$ cat config.mk
export PLATFORM = sky130hd
export DESIGN_NAME = demod_frontend_config_regs
export DESIGN_NICKNAME = d
export VERILOG_FILES = /design/src/demod_frontend_pkg.sv /design/src/output_pin_drive.sv /design/src/demod_frontend_config_regs.sv
export VERILOG_INCLUDE_DIRS = /design/src
export SDC_FILE = /design/constraint.sdc
export NUM_CORES = 1
export LEC_CHECK = 0
export BUFFER_PORTS_ARGS = -buffer_cell sky130_fd_sc_hd__buf_4
export CAP_MARGIN = 5
export CORE_MARGIN = 3
export CORE_UTILIZATION = 55
export CTS_CLUSTER_DIAMETER = 60
export DETAILED_ROUTE_END_ITERATION = 8
export PLACE_DENSITY = 0.87
export SLEW_MARGIN = 10
export SYNTH_ARGS = -nofsm -noshare
export SYNTH_HDL_FRONTEND = slang
export SYNTH_SLANG_ARGS = --single-unit
export TNS_END_PERCENT = 10
$ cat constraint.sdc
create_clock -name clk_sys_in -period 3.71 [get_ports clk_sys_in]
set_clock_uncertainty 0.15 [all_clocks]
set_input_delay 0.5565 -clock clk_sys_in [delete_from_list [all_inputs] [get_ports clk_sys_in]]
set_output_delay 0.5565 -clock clk_sys_in [all_outputs]
set_load 0.005 [all_outputs]
$ cat src/demod_frontend_defines.svh
// Offsets, field positions, reset values and widths of the front-end config group.
// Included by the package, the register block, the host model and the bench; definitions only.
`ifndef DEMOD_FRONTEND_DEFINES_SVH
`define DEMOD_FRONTEND_DEFINES_SVH

`define ADDR_IO_PIN_FILTER_CONFIG 8'h0c
`define ADDR_GAIN_LOOP1_CONTROL 8'h0d
`define ADDR_TIMING_LOOP_COEFFICIENTS 8'h0e
`define ADDR_GAIN_LOOP1_REFERENCE 8'h0f
`define ADDR_GAIN_LOOP2_CONTROL 8'h10

`define RST_IO_PIN_FILTER_CONFIG 8'hf0
`define RST_GAIN_LOOP1_CONTROL 8'h81
`define RST_TIMING_LOOP_COEFFICIENTS 8'h23
`define RST_GAIN_LOOP1_REFERENCE 8'h54
`define RST_GAIN_LOOP2_CONTROL 8'h74

// io_pin_filter_config fields
`define BIT_OUT1_OPEN_DRAIN 7
`define BIT_OUT1_LEVEL 6
`define BIT_OUT0_OPEN_DRAIN 5
`define BIT_OUT0_LEVEL 4
`define MSB_FILTER_ROLLOFF 2
`define LSB_FILTER_ROLLOFF 1
`define BIT_Q_INVERT 0
// gain_loop1_control fields
`define BIT_DC_OFFSET_COMP 7
`define MSB_GAIN_LOOP1_COEFF 2
// timing_loop_coefficients fields
`define MSB_TIMING_ALPHA 6
`define LSB_TIMING_ALPHA 4
`define MSB_TIMING_BETA 2
// gain_loop1_reference fields
`define BIT_GAIN_POLARITY 7
`define MSB_GAIN_LOOP1_TARGET 5
// gain_loop2_control fields
`define MSB_GAIN_LOOP2_COEFF 7
`define LSB_GAIN_LOOP2_COEFF 5
`define MSB_GAIN_LOOP2_TARGET 4

`define SAMPLE_WIDTH 8
`define GAIN_WIDTH 8

`endif

$ cat src/demod_frontend_pkg.sv
// Types shared by the front-end configuration block.
// Assumes demod_frontend_defines.svh is on the include path.
`include "demod_frontend_defines.svh"

package demod_frontend_pkg;

   typedef enum logic [1:0] {
      ROLLOFF_35 = 2'b00,
      ROLLOFF_20 = 2'b01,
      ROLLOFF_RES2 = 2'b10,
      ROLLOFF_RES3 = 2'b11
   } rolloff_t;

   typedef struct packed {
      logic dc_offset_comp_on;
      logic [2:0] gain_loop1_coefficient;
      logic [5:0] gain_loop1_target;
      logic [2:0] timing_alpha;
      logic [2:0] timing_beta;
      logic [2:0] gain_loop2_coefficient;
      logic [4:0] gain_loop2_target;
      rolloff_t filter_rolloff;
   } frontend_cfg_t;

   typedef struct packed {
      logic valid;
      logic signed [`SAMPLE_WIDTH-1:0] i;
      logic signed [`SAMPLE_WIDTH-1:0] q;
   } iq_sample_t;

endpackage

$ cat src/output_pin_drive.sv
// One general output pin: push-pull or open-drain drive of a level.
// Assumes the pad merges out and oe; oe high means the pin is driven.
module output_pin_drive (
   input wire logic clk_sys_in,
   input wire logic rst_in,
   input wire logic open_drain_in,
   input wire logic level_in,
   output logic pin_out,
   output logic pin_oe_out
);

   logic next_pin;
   logic next_pin_oe;

   always_comb begin
      if (open_drain_in) begin
         // Open drain only pulls low; a high level releases the pin
         next_pin = 1'b0;
         next_pin_oe = ~level_in;
      end else begin
         next_pin = level_in;
         next_pin_oe = 1'b1;
      end
   end

   always_ff @(posedge clk_sys_in or posedge rst_in) begin
      if (rst_in) begin
         pin_out <= 1'b0;
         pin_oe_out <= 1'b0;
      end else begin
         pin_out <= next_pin;
         pin_oe_out <= next_pin_oe;
      end
   end

endmodule

$ cat src/demod_frontend_config_regs.sv
// Front-end configuration registers of the demodulator and the small
// datapath they steer: general output pins, quadrature inversion after the
// derotator and gain-control polarity.
// Assumes the host control bus logic presents byte writes and reads on the
// device clock; samples and gain value come from logic on the same clock.
// Function
// - With the inversion bit 0 set, each quadrature sample is negated, except the most negative code, which saturates to the largest positive.
// - The negation sits after the derotator, which sees unaltered samples.
// - Bits [2:1] pick the filter roll-off, 00 for 35 percent and 01 for 20 percent.
// - With polarity bit 7 of the gain reference set, the gain output is complemented.
// - With that bit set, a larger gain output means lower tuner gain.
`include "demod_frontend_defines.svh"

module demod_frontend_config_regs (
   input wire logic clk_sys_in,
   input wire logic rst_in,
   input wire logic wr_en_in,
   input wire logic rd_en_in,
   input wire logic [7:0] addr_in,
   input wire logic [7:0] wdata_in,
   output logic [7:0] rdata_out,
   input wire demod_frontend_pkg::iq_sample_t derot_sample_in,
   output demod_frontend_pkg::iq_sample_t filter_sample_out,
   input wire logic [`GAIN_WIDTH-1:0] gain_value_in,
   output logic [`GAIN_WIDTH-1:0] gain_ctrl_out,
   output demod_frontend_pkg::frontend_cfg_t cfg_out,
   output logic general_output_one_out,
   output logic general_output_one_oe_out,
   output logic general_output_zero_out,
   output logic general_output_zero_oe_out
);

   logic [7:0] io_pin_filter_config;
   logic [7:0] gain_loop1_control;
   logic [7:0] timing_loop_coefficients;
   logic [7:0] gain_loop1_reference;
   logic [7:0] gain_loop2_control;
   logic [7:0] next_io_pin_filter_config;
   logic [7:0] next_gain_loop1_control;
   logic [7:0] next_timing_loop_coefficients;
   logic [7:0] next_gain_loop1_reference;
   logic [7:0] next_gain_loop2_control;
   logic [7:0] next_rdata;

   // Register writes and read mux
   always_comb begin
      next_io_pin_filter_config = io_pin_filter_config;
      next_gain_loop1_control = gain_loop1_control;
      next_timing_loop_coefficients = timing_loop_coefficients;
      next_gain_loop1_reference = gain_loop1_reference;
      next_gain_loop2_control = gain_loop2_control;
      // Reserved bits are stored as written; the host keeps them at zero
      if (wr_en_in) begin
         unique case (addr_in)
            `ADDR_IO_PIN_FILTER_CONFIG: next_io_pin_filter_config = wdata_in;
            `ADDR_GAIN_LOOP1_CONTROL: next_gain_loop1_control = wdata_in;
            `ADDR_TIMING_LOOP_COEFFICIENTS: next_timing_loop_coefficients = wdata_in;
            `ADDR_GAIN_LOOP1_REFERENCE: next_gain_loop1_reference = wdata_in;
            `ADDR_GAIN_LOOP2_CONTROL: next_gain_loop2_control = wdata_in;
            default: ;
         endcase
      end
      next_rdata = rdata_out;
      if (rd_en_in) begin
         unique case (addr_in)
            `ADDR_IO_PIN_FILTER_CONFIG: next_rdata = io_pin_filter_config;
            `ADDR_GAIN_LOOP1_CONTROL: next_rdata = gain_loop1_control;
            `ADDR_TIMING_LOOP_COEFFICIENTS: next_rdata = timing_loop_coefficients;
            `ADDR_GAIN_LOOP1_REFERENCE: next_rdata = gain_loop1_reference;
            `ADDR_GAIN_LOOP2_CONTROL: next_rdata = gain_loop2_control;
            // Outside this group reads as zero
            default: next_rdata = 8'h00;
         endcase
      end
   end

   always_ff @(posedge clk_sys_in or posedge rst_in) begin
      if (rst_in) begin
         io_pin_filter_config <= `RST_IO_PIN_FILTER_CONFIG;
         gain_loop1_control <= `RST_GAIN_LOOP1_CONTROL;
         timing_loop_coefficients <= `RST_TIMING_LOOP_COEFFICIENTS;
         gain_loop1_reference <= `RST_GAIN_LOOP1_REFERENCE;
         gain_loop2_control <= `RST_GAIN_LOOP2_CONTROL;
         rdata_out <= 8'h00;
      end else begin
         io_pin_filter_config <= next_io_pin_filter_config;
         gain_loop1_control <= next_gain_loop1_control;
         timing_loop_coefficients <= next_timing_loop_coefficients;
         gain_loop1_reference <= next_gain_loop1_reference;
         gain_loop2_control <= next_gain_loop2_control;
         rdata_out <= next_rdata;
      end
   end

   // Field decode; every field comes straight from a flip-flop
   always_comb begin
      cfg_out.dc_offset_comp_on = gain_loop1_control[`BIT_DC_OFFSET_COMP];
      cfg_out.gain_loop1_coefficient = gain_loop1_control[`MSB_GAIN_LOOP1_COEFF:0];
      cfg_out.gain_loop1_target = gain_loop1_reference[`MSB_GAIN_LOOP1_TARGET:0];
      cfg_out.timing_alpha =
         timing_loop_coefficients[`MSB_TIMING_ALPHA:`LSB_TIMING_ALPHA];
      cfg_out.timing_beta = timing_loop_coefficients[`MSB_TIMING_BETA:0];
      cfg_out.gain_loop2_coefficient =
         gain_loop2_control[`MSB_GAIN_LOOP2_COEFF:`LSB_GAIN_LOOP2_COEFF];
      cfg_out.gain_loop2_target = gain_loop2_control[`MSB_GAIN_LOOP2_TARGET:0];
      // Reserved codes pass through unchanged; filter treats them as undefined
      cfg_out.filter_rolloff = demod_frontend_pkg::rolloff_t'(
         io_pin_filter_config[`MSB_FILTER_ROLLOFF:`LSB_FILTER_ROLLOFF]);
   end

   output_pin_drive u_out_one (
      .clk_sys_in(clk_sys_in),
      .rst_in(rst_in),
      .open_drain_in(io_pin_filter_config[`BIT_OUT1_OPEN_DRAIN]),
      .level_in(io_pin_filter_config[`BIT_OUT1_LEVEL]),
      .pin_out(general_output_one_out),
      .pin_oe_out(general_output_one_oe_out)
   );

   output_pin_drive u_out_zero (
      .clk_sys_in(clk_sys_in),
      .rst_in(rst_in),
      .open_drain_in(io_pin_filter_config[`BIT_OUT0_OPEN_DRAIN]),
      .level_in(io_pin_filter_config[`BIT_OUT0_LEVEL]),
      .pin_out(general_output_zero_out),
      .pin_oe_out(general_output_zero_oe_out)
   );

   // Sample path and gain polarity, one cycle of latency each
   demod_frontend_pkg::iq_sample_t next_filter_sample;
   logic [`GAIN_WIDTH-1:0] next_gain_ctrl;
   logic q_invert;
   logic gain_invert;

   assign q_invert = io_pin_filter_config[`BIT_Q_INVERT];
   assign gain_invert = gain_loop1_reference[`BIT_GAIN_POLARITY];

   always_comb begin
      next_filter_sample = derot_sample_in;
      // Input already derotated, so the derotator never sees the flip
      if (q_invert) begin
         // Most negative code saturates instead of wrapping onto itself
         if (derot_sample_in.q == {1'b1, {(`SAMPLE_WIDTH-1){1'b0}}}) begin
            next_filter_sample.q = {1'b0, {(`SAMPLE_WIDTH-1){1'b1}}};
         end else begin
            next_filter_sample.q = -derot_sample_in.q;
         end
      end
      // Complement turns a rising loop value into a falling one
      next_gain_ctrl = gain_invert ? ~gain_value_in : gain_value_in;
   end

   always_ff @(posedge clk_sys_in or posedge rst_in) begin
      if (rst_in) begin
         filter_sample_out <= '0;
         gain_ctrl_out <= '0;
      end else begin
         filter_sample_out <= next_filter_sample;
         gain_ctrl_out <= next_gain_ctrl;
      end
   end
endmodule

After elaboration in Yosys (flattened, before gate mapping)
Cells that the tools add are included.
{"block": "classes", "bitwise": 3, "n_eq_ne": 6, "n_reduce_logical": 5, "muxes": 8, "n_addsub": 1}
{"operator": "8-bit one-hot mux with 5 select lines", "n": 1}
{"operator": "8-bit by 4-bit == test with 1-bit output (second input constant)", "n": 4}
{"operator": "8-bit 2-to-1 mux", "n": 3}
{"operator": "2-bit AND reduction", "n": 5}
{"operator": "8-bit by 5-bit == test with 1-bit output (second input constant)", "n": 1}
{"operator": "8-bit == test (second input constant)", "n": 1}
{"operator": "8-bit negator", "n": 1}
{"operator": "8-bit inverter", "n": 1}
{"operator": "1-bit 2-to-1 mux", "n": 4}
{"operator": "1-bit inverter", "n": 2}
{"block": "totals", "input_bits": 45, "word_cells": 37, "register_bits": 77}

Depth between registers and ports, before layout
{"block": "logic_depth", "word_depth": 3, "mapped_depth": 6, "depth_no_buf": 6}

Hierarchy
A second synthesis with hierarchy kept.
{"block": "unflattened", "cells_unflattened": 271, "area_unflattened_um2": 3389.5}
{"module": "demod_frontend_config_regs", "n_inst": 1, "seq_area_each_um2": 1846.8, "area_each_um2": 3246.9, "cells_per_inst": 261}
{"module": "output_pin_drive", "n_inst": 2, "seq_area_each_um2": 50.0, "area_each_um2": 71.3, "cells_per_inst": 5}

Worst setup path after synthesis
OpenSTA, ideal clock, no wires.
{"block": "synth_path", "kind": "input to register", "startpoint": "input derot_sample_in[0] (netlist bit)", "endpoint": "register filter_sample_out[4] (netlist bit)", "path_stages": 6, "path_slack_ns": 1.692, "arrival_time_ns": 1.803, "cell_sequence": "inv_1 > ha_1 > or4b_4 > or2_1 > nor2_1 > o221a_2"}
{"element": "start, declared", "line_no": "demod_frontend_config_regs.sv:22", "text": "input wire demod_frontend_pkg::iq_sample_t derot_sample_in,"}
{"element": "end signal, assigned", "line_no": "demod_frontend_config_regs.sv:158", "text": "filter_sample_out <= next_filter_sample;"}
{"element": "end, declared", "line_no": "demod_frontend_config_regs.sv:23", "text": "output demod_frontend_pkg::iq_sample_t filter_sample_out,"}

Worst setup path after layout
{"block": "layout_path", "startpoint": "input addr_in[0]", "endpoint": "register gain_loop1_control[4]"}
{"block": "layout_between", "elab_chain_len": 2}
{"element": "start, declared", "line_no": "demod_frontend_config_regs.sv:19", "text": "input wire logic [7:0] addr_in,"}
{"element": "8-bit by 4-bit == test with 1-bit output", "line_no": "demod_frontend_config_regs.sv:54", "text": "unique case (addr_in)"}
{"element": "2-bit AND reduction (no line)"}
{"element": "end signal, assigned", "line_no": "demod_frontend_config_regs.sv:80", "text": "gain_loop1_control <= `RST_GAIN_LOOP1_CONTROL;"}
{"element": "end signal, assigned", "line_no": "demod_frontend_config_regs.sv:87", "text": "gain_loop1_control <= next_gain_loop1_control;"}
{"element": "end, declared", "line_no": "demod_frontend_config_regs.sv:34", "text": "logic [7:0] gain_loop1_control;"}
Every way passes these cells.
A chain may end at the register's enable or synchronous reset.

==> run summary <==
The run finished with clean final reports. The max-capacitance violation count came out at 0. The worst path arrival time is roughly 2.3 ns. STA classifies the critical path endpoint as a flop.

The detailed-router iteration count before antenna repair came out at 4. Setup violations remaining at the end of the flow were counted as 0. The number of primary I/O pins came out at 108. The smallest setup slack after layout is between 1.5 and 2 ns. On the worst path, the slowest cell contributes a delay of ~0.64 ns.

The worst hold path belongs to the class input port to flop. The number of inserted diodes is 0. The largest individual stage delay along the critical path comes from the cell sky130_fd_sc_hd__nor2b_1.

The synthesized area divided by synthesized cell count is about 13 um^2. The worst slew slack as a fraction of its limit is between 30% and 40%. The net count of the finished layout came out at 398. The placed instance count is between 400 and 500.

The clock latency on the worst-skew pair is around 0.34 ns. Setup repair after global routing left no endpoint under its margin. From left edge to right edge, the die measures approximately 85 um.

The total of cells resized after clock tree synthesis is 0. In this run the number of H-tree levels came out at 3. The upper clock frequency limit is around 0.46 GHz. On the critical path the largest part of the delay comes from simple AND/OR/NAND/NOR gates. The core area is approximately 6000 um^2. The worst-case setup slack after placement came out at around 1.2 ns. The number of hold buffers added after CTS is 0. The area added between synthesis and finish came out at 26.3%.

The share of final-layout standard cells stronger than drive strength 1 is 55.7%. The overall die height is between 80 and 90 um. The pin count of the biggest net entering global routing came out at about 80. The fill cell total of the finished layout is about 430.

The tree is rooted in a sky130_fd_sc_hd__clkbuf_8. The critical path in this run is classified as input port to flop. Of all nets on the critical path, the largest fanout is 12. The non-filler instance count after layout is around 430. The fraction of the yosys area taken by sequential cells came out at 56.9%. STA classifies the critical path startpoint as an input port. The flip-flop and latch count after synthesis is 77. After detailed routing, the number of vias per cell comes to between 5 and 6. The count of antenna-violating nets left after detailed routing came out at 0. The row count came out at 28. The buffers plus inverters on the worst setup path is 1. The number of instances in the synthesized netlist is approximately 260. The iteration-0 DRC count of the detailed router is approximately 190. Summing over every cut layer, the via total after detailed routing is approximately 2400.

The first global-routing pass estimated roughly 12000 um of wire. The global-route congestion overflow total came out at 0. The count of input and output buffers came out at 107. The final number of max-transition violations is 0.

The final critical path time including I/O delays and setup came out at between 2 and 2.5 ns. The clock tree buffer depth came out at 2. The number of library cell types mapped by synthesis is 41. The signal on the critical path passes through buf_4, nor2b_1, nand2_1, mux2_2. The number of global-route vias before repair is around 2300.

The initial utilization of the core area, before any placement, comes to between 50% and 60%. The top cell types in the final layout, fill and taps aside, are 108 x sky130_fd_sc_hd__buf_4, 61 x sky130_fd_sc_hd__dfrtp_1, 48 x sky130_fd_sc_hd__mux2_2, 22 x sky130_fd_sc_hd__nor2_1, 16 x sky130_fd_sc_hd__dfstp_2. The post-route setup TNS came out at 0 ns. The total routing resource utilization after global routing came out at between 20% and 30%. The cell area after technology mapping came out at roughly 3400 um^2. The synthesis warning total is 0.

The most used flip-flop cell after synthesis is sky130_fd_sc_hd__dfrtp_1. The routability congestion estimate came out at between 0.7 and 0.8. The post-route fraction of the period consumed by the critical path came out at 58.8%. The die footprint came out at 7200 um^2. The required time at the endpoint of the critical path came out at 3.79 ns. The number of buffers added for setup after CTS came out at 0. The count of unresolved DRC violations after routing is 0. TritonCTS built the clock tree. The share of synthesized flip-flops with an asynchronous set or reset is 100%. The total power divided by cell area is ~400 nW/um^2. The actual slew at the worst max-slew pin came out at around 0.94 ns.

The clock sink total came out at 77. The number of endpoints with negative hold slack in the final report was 0. The wire length reported by the detailed router is 7640 um. The static leakage is 0.00216 uW.

The worst IR drop on VDD came out at ~0.23 mV. The number of clock buffers added by TritonCTS is 9. The library cell used most frequently in the layout, excluding fill and tap cells, is sky130_fd_sc_hd__buf_4.

The clock-pin slew on the worst setup and hold paths is 0.08 ns. Synthesis produced a netlist with a net count of a little over 300. The HPWL reported at the end of detailed placement came out at 5320 um. The post-detailed-route wirelength per cell is roughly 18 um.

The initial antenna violation count came out at 0. The number of enable-type register cells in the synthesized netlist came out at 0.
final cells by class:
| class | instances | area (um^2) | area share (%) |
|---|---|---|---|
| Clock buffer | 10 | 138 | 3.19 |
| Clock inverter | 6 | 38.8 | 0.898 |
| Inverter | 7 | 26.3 | 0.608 |
| Multi-Input combinational cell | 149 | 1270 | 29.3 |
| Sequential cell | 77 | 1950 | 45.1 |
| Tap cell | 75 | 93.8 | 2.17 |
| Timing Repair Buffer | 108 | 811 | 18.8 |
metal layers:
| metal | wire length, um | vias up | GRT usage, % |
|---|---|---|---|
| li1 | - | 1110 | - |
| met4 | 85 | 0 | 7.91 |
| met1 | 2950 | 1206 | 26.2 |
| met3 | 572 | 7 | 5.34 |
| met2 | 4030 | 93 | 36.4 |
| met5 | 0 | - | 0 |
sequential cells by signal (all words and copies together), names as in the netlist:
name                      cells
gain_loop2_control            8
io_pin_filter_config          8
timing_loop_coefficients      8
filter_sample_out            17
u_out_zero.pin_oe_out         1
gain_ctrl_out                 8
rdata_out                     8
u_out_one.pin_out             1
gain_loop1_reference          8
u_out_zero.pin_out            1
gain_loop1_control            8
u_out_one.pin_oe_out          1
cell families after synthesis:
family	count (synthesis)	synth area share, %
buffers and inverters	36	6.11
AO/OA/AOI/OAI	41	9.76
XOR/XNOR	8	2.05
flip-flops	77	56.9
multiplexers	48	15.8
adder cells (fa/ha/maj)	1	0.366
AND/OR/NAND/NOR	51	9.03
worst register-to-register path, stage by stage (launching register included):
cell	delay, ns
sky130_fd_sc_hd__dfrtp_1	0.54
sky130_fd_sc_hd__mux2_2	0.34
sky130_fd_sc_hd__a221o_1	0.29
sky130_fd_sc_hd__a22oi_1	0.18
sky130_fd_sc_hd__nor2_1	0.06
stage by stage:
stage	util, %	hold slack, ns	total power, uW	instance area [um^2]
final	72.1	0.165	1690	4320
after CTS	72.1	0.147	1700	4320
after global placement	69.2	0.292	1140	4140
after detailed placement	69.2	0.295	1150	4140
after global routing	72.1	0.141	1770	4320
after floorplan	-	0.280	1030	3420
cell usage after synthesis (2+ instances only):
cell type	n	area share (%)
sky130_fd_sc_hd__a31oi_1	2	0.37
sky130_fd_sc_hd__a221o_1	8	2.3
sky130_fd_sc_hd__buf_4	19	4.2
sky130_fd_sc_hd__a21oi_1	3	0.44
sky130_fd_sc_hd__nand2_1	5	0.55
sky130_fd_sc_hd__dfstp_2	16	12
sky130_fd_sc_hd__a22o_1	7	1.8
sky130_fd_sc_hd__a22oi_1	8	1.8
sky130_fd_sc_hd__nor4_1	2	0.37
sky130_fd_sc_hd__nor2b_1	5	0.91
sky130_fd_sc_hd__or3_1	2	0.37
sky130_fd_sc_hd__clkbuf_1	8	0.88
sky130_fd_sc_hd__o31ai_1	2	0.44
sky130_fd_sc_hd__dfrtp_1	61	45
sky130_fd_sc_hd__nand4b_2	2	0.88
sky130_fd_sc_hd__xor2_1	8	2.0
sky130_fd_sc_hd__nor2_1	22	2.4
sky130_fd_sc_hd__o311ai_0	2	0.51
sky130_fd_sc_hd__o21ai_0	3	0.44
sky130_fd_sc_hd__buf_2	2	0.29
sky130_fd_sc_hd__inv_1	7	0.77
sky130_fd_sc_hd__mux2_2	48	16
sky130_fd_sc_hd__and3b_1	2	0.51
path summary, 6_finish.rpt:
path	startpoint	end	slack, ns	depth (start not counted)
worst max-delay path	addr_in[0]	gain_loop1_control[4]$_DFFE_PP0P_	1.53	4
worst min-delay path	derot_sample_in[16]	filter_sample_out[16]$_DFF_PP0_	0.16	1
worst max register to register	gain_loop1_reference[7]$_DFFE_PP0P_	rdata_out[7]$_DFFE_PP0P_	2.03	4
worst min register to register	io_pin_filter_config[6]$_DFFE_PP1P_	u_out_one.pin_oe_out$_DFF_PP0_	0.32	1
max in group asynchronous	rst_in	io_pin_filter_config[0]$_DFFE_PP0P_	2.44	3
min in group asynchronous	rst_in	filter_sample_out[16]$_DFF_PP0_	0.36	3
where the power goes:
group	switching, uW	leakage [uW]	internal (uW)	total [uW]
combinational	93.5	0.00113	118	211
clock	299	0.0000880	258	557
sequential	28.1	0.000940	890	918
No activity file was read; power rests on OpenSTA's default activity.
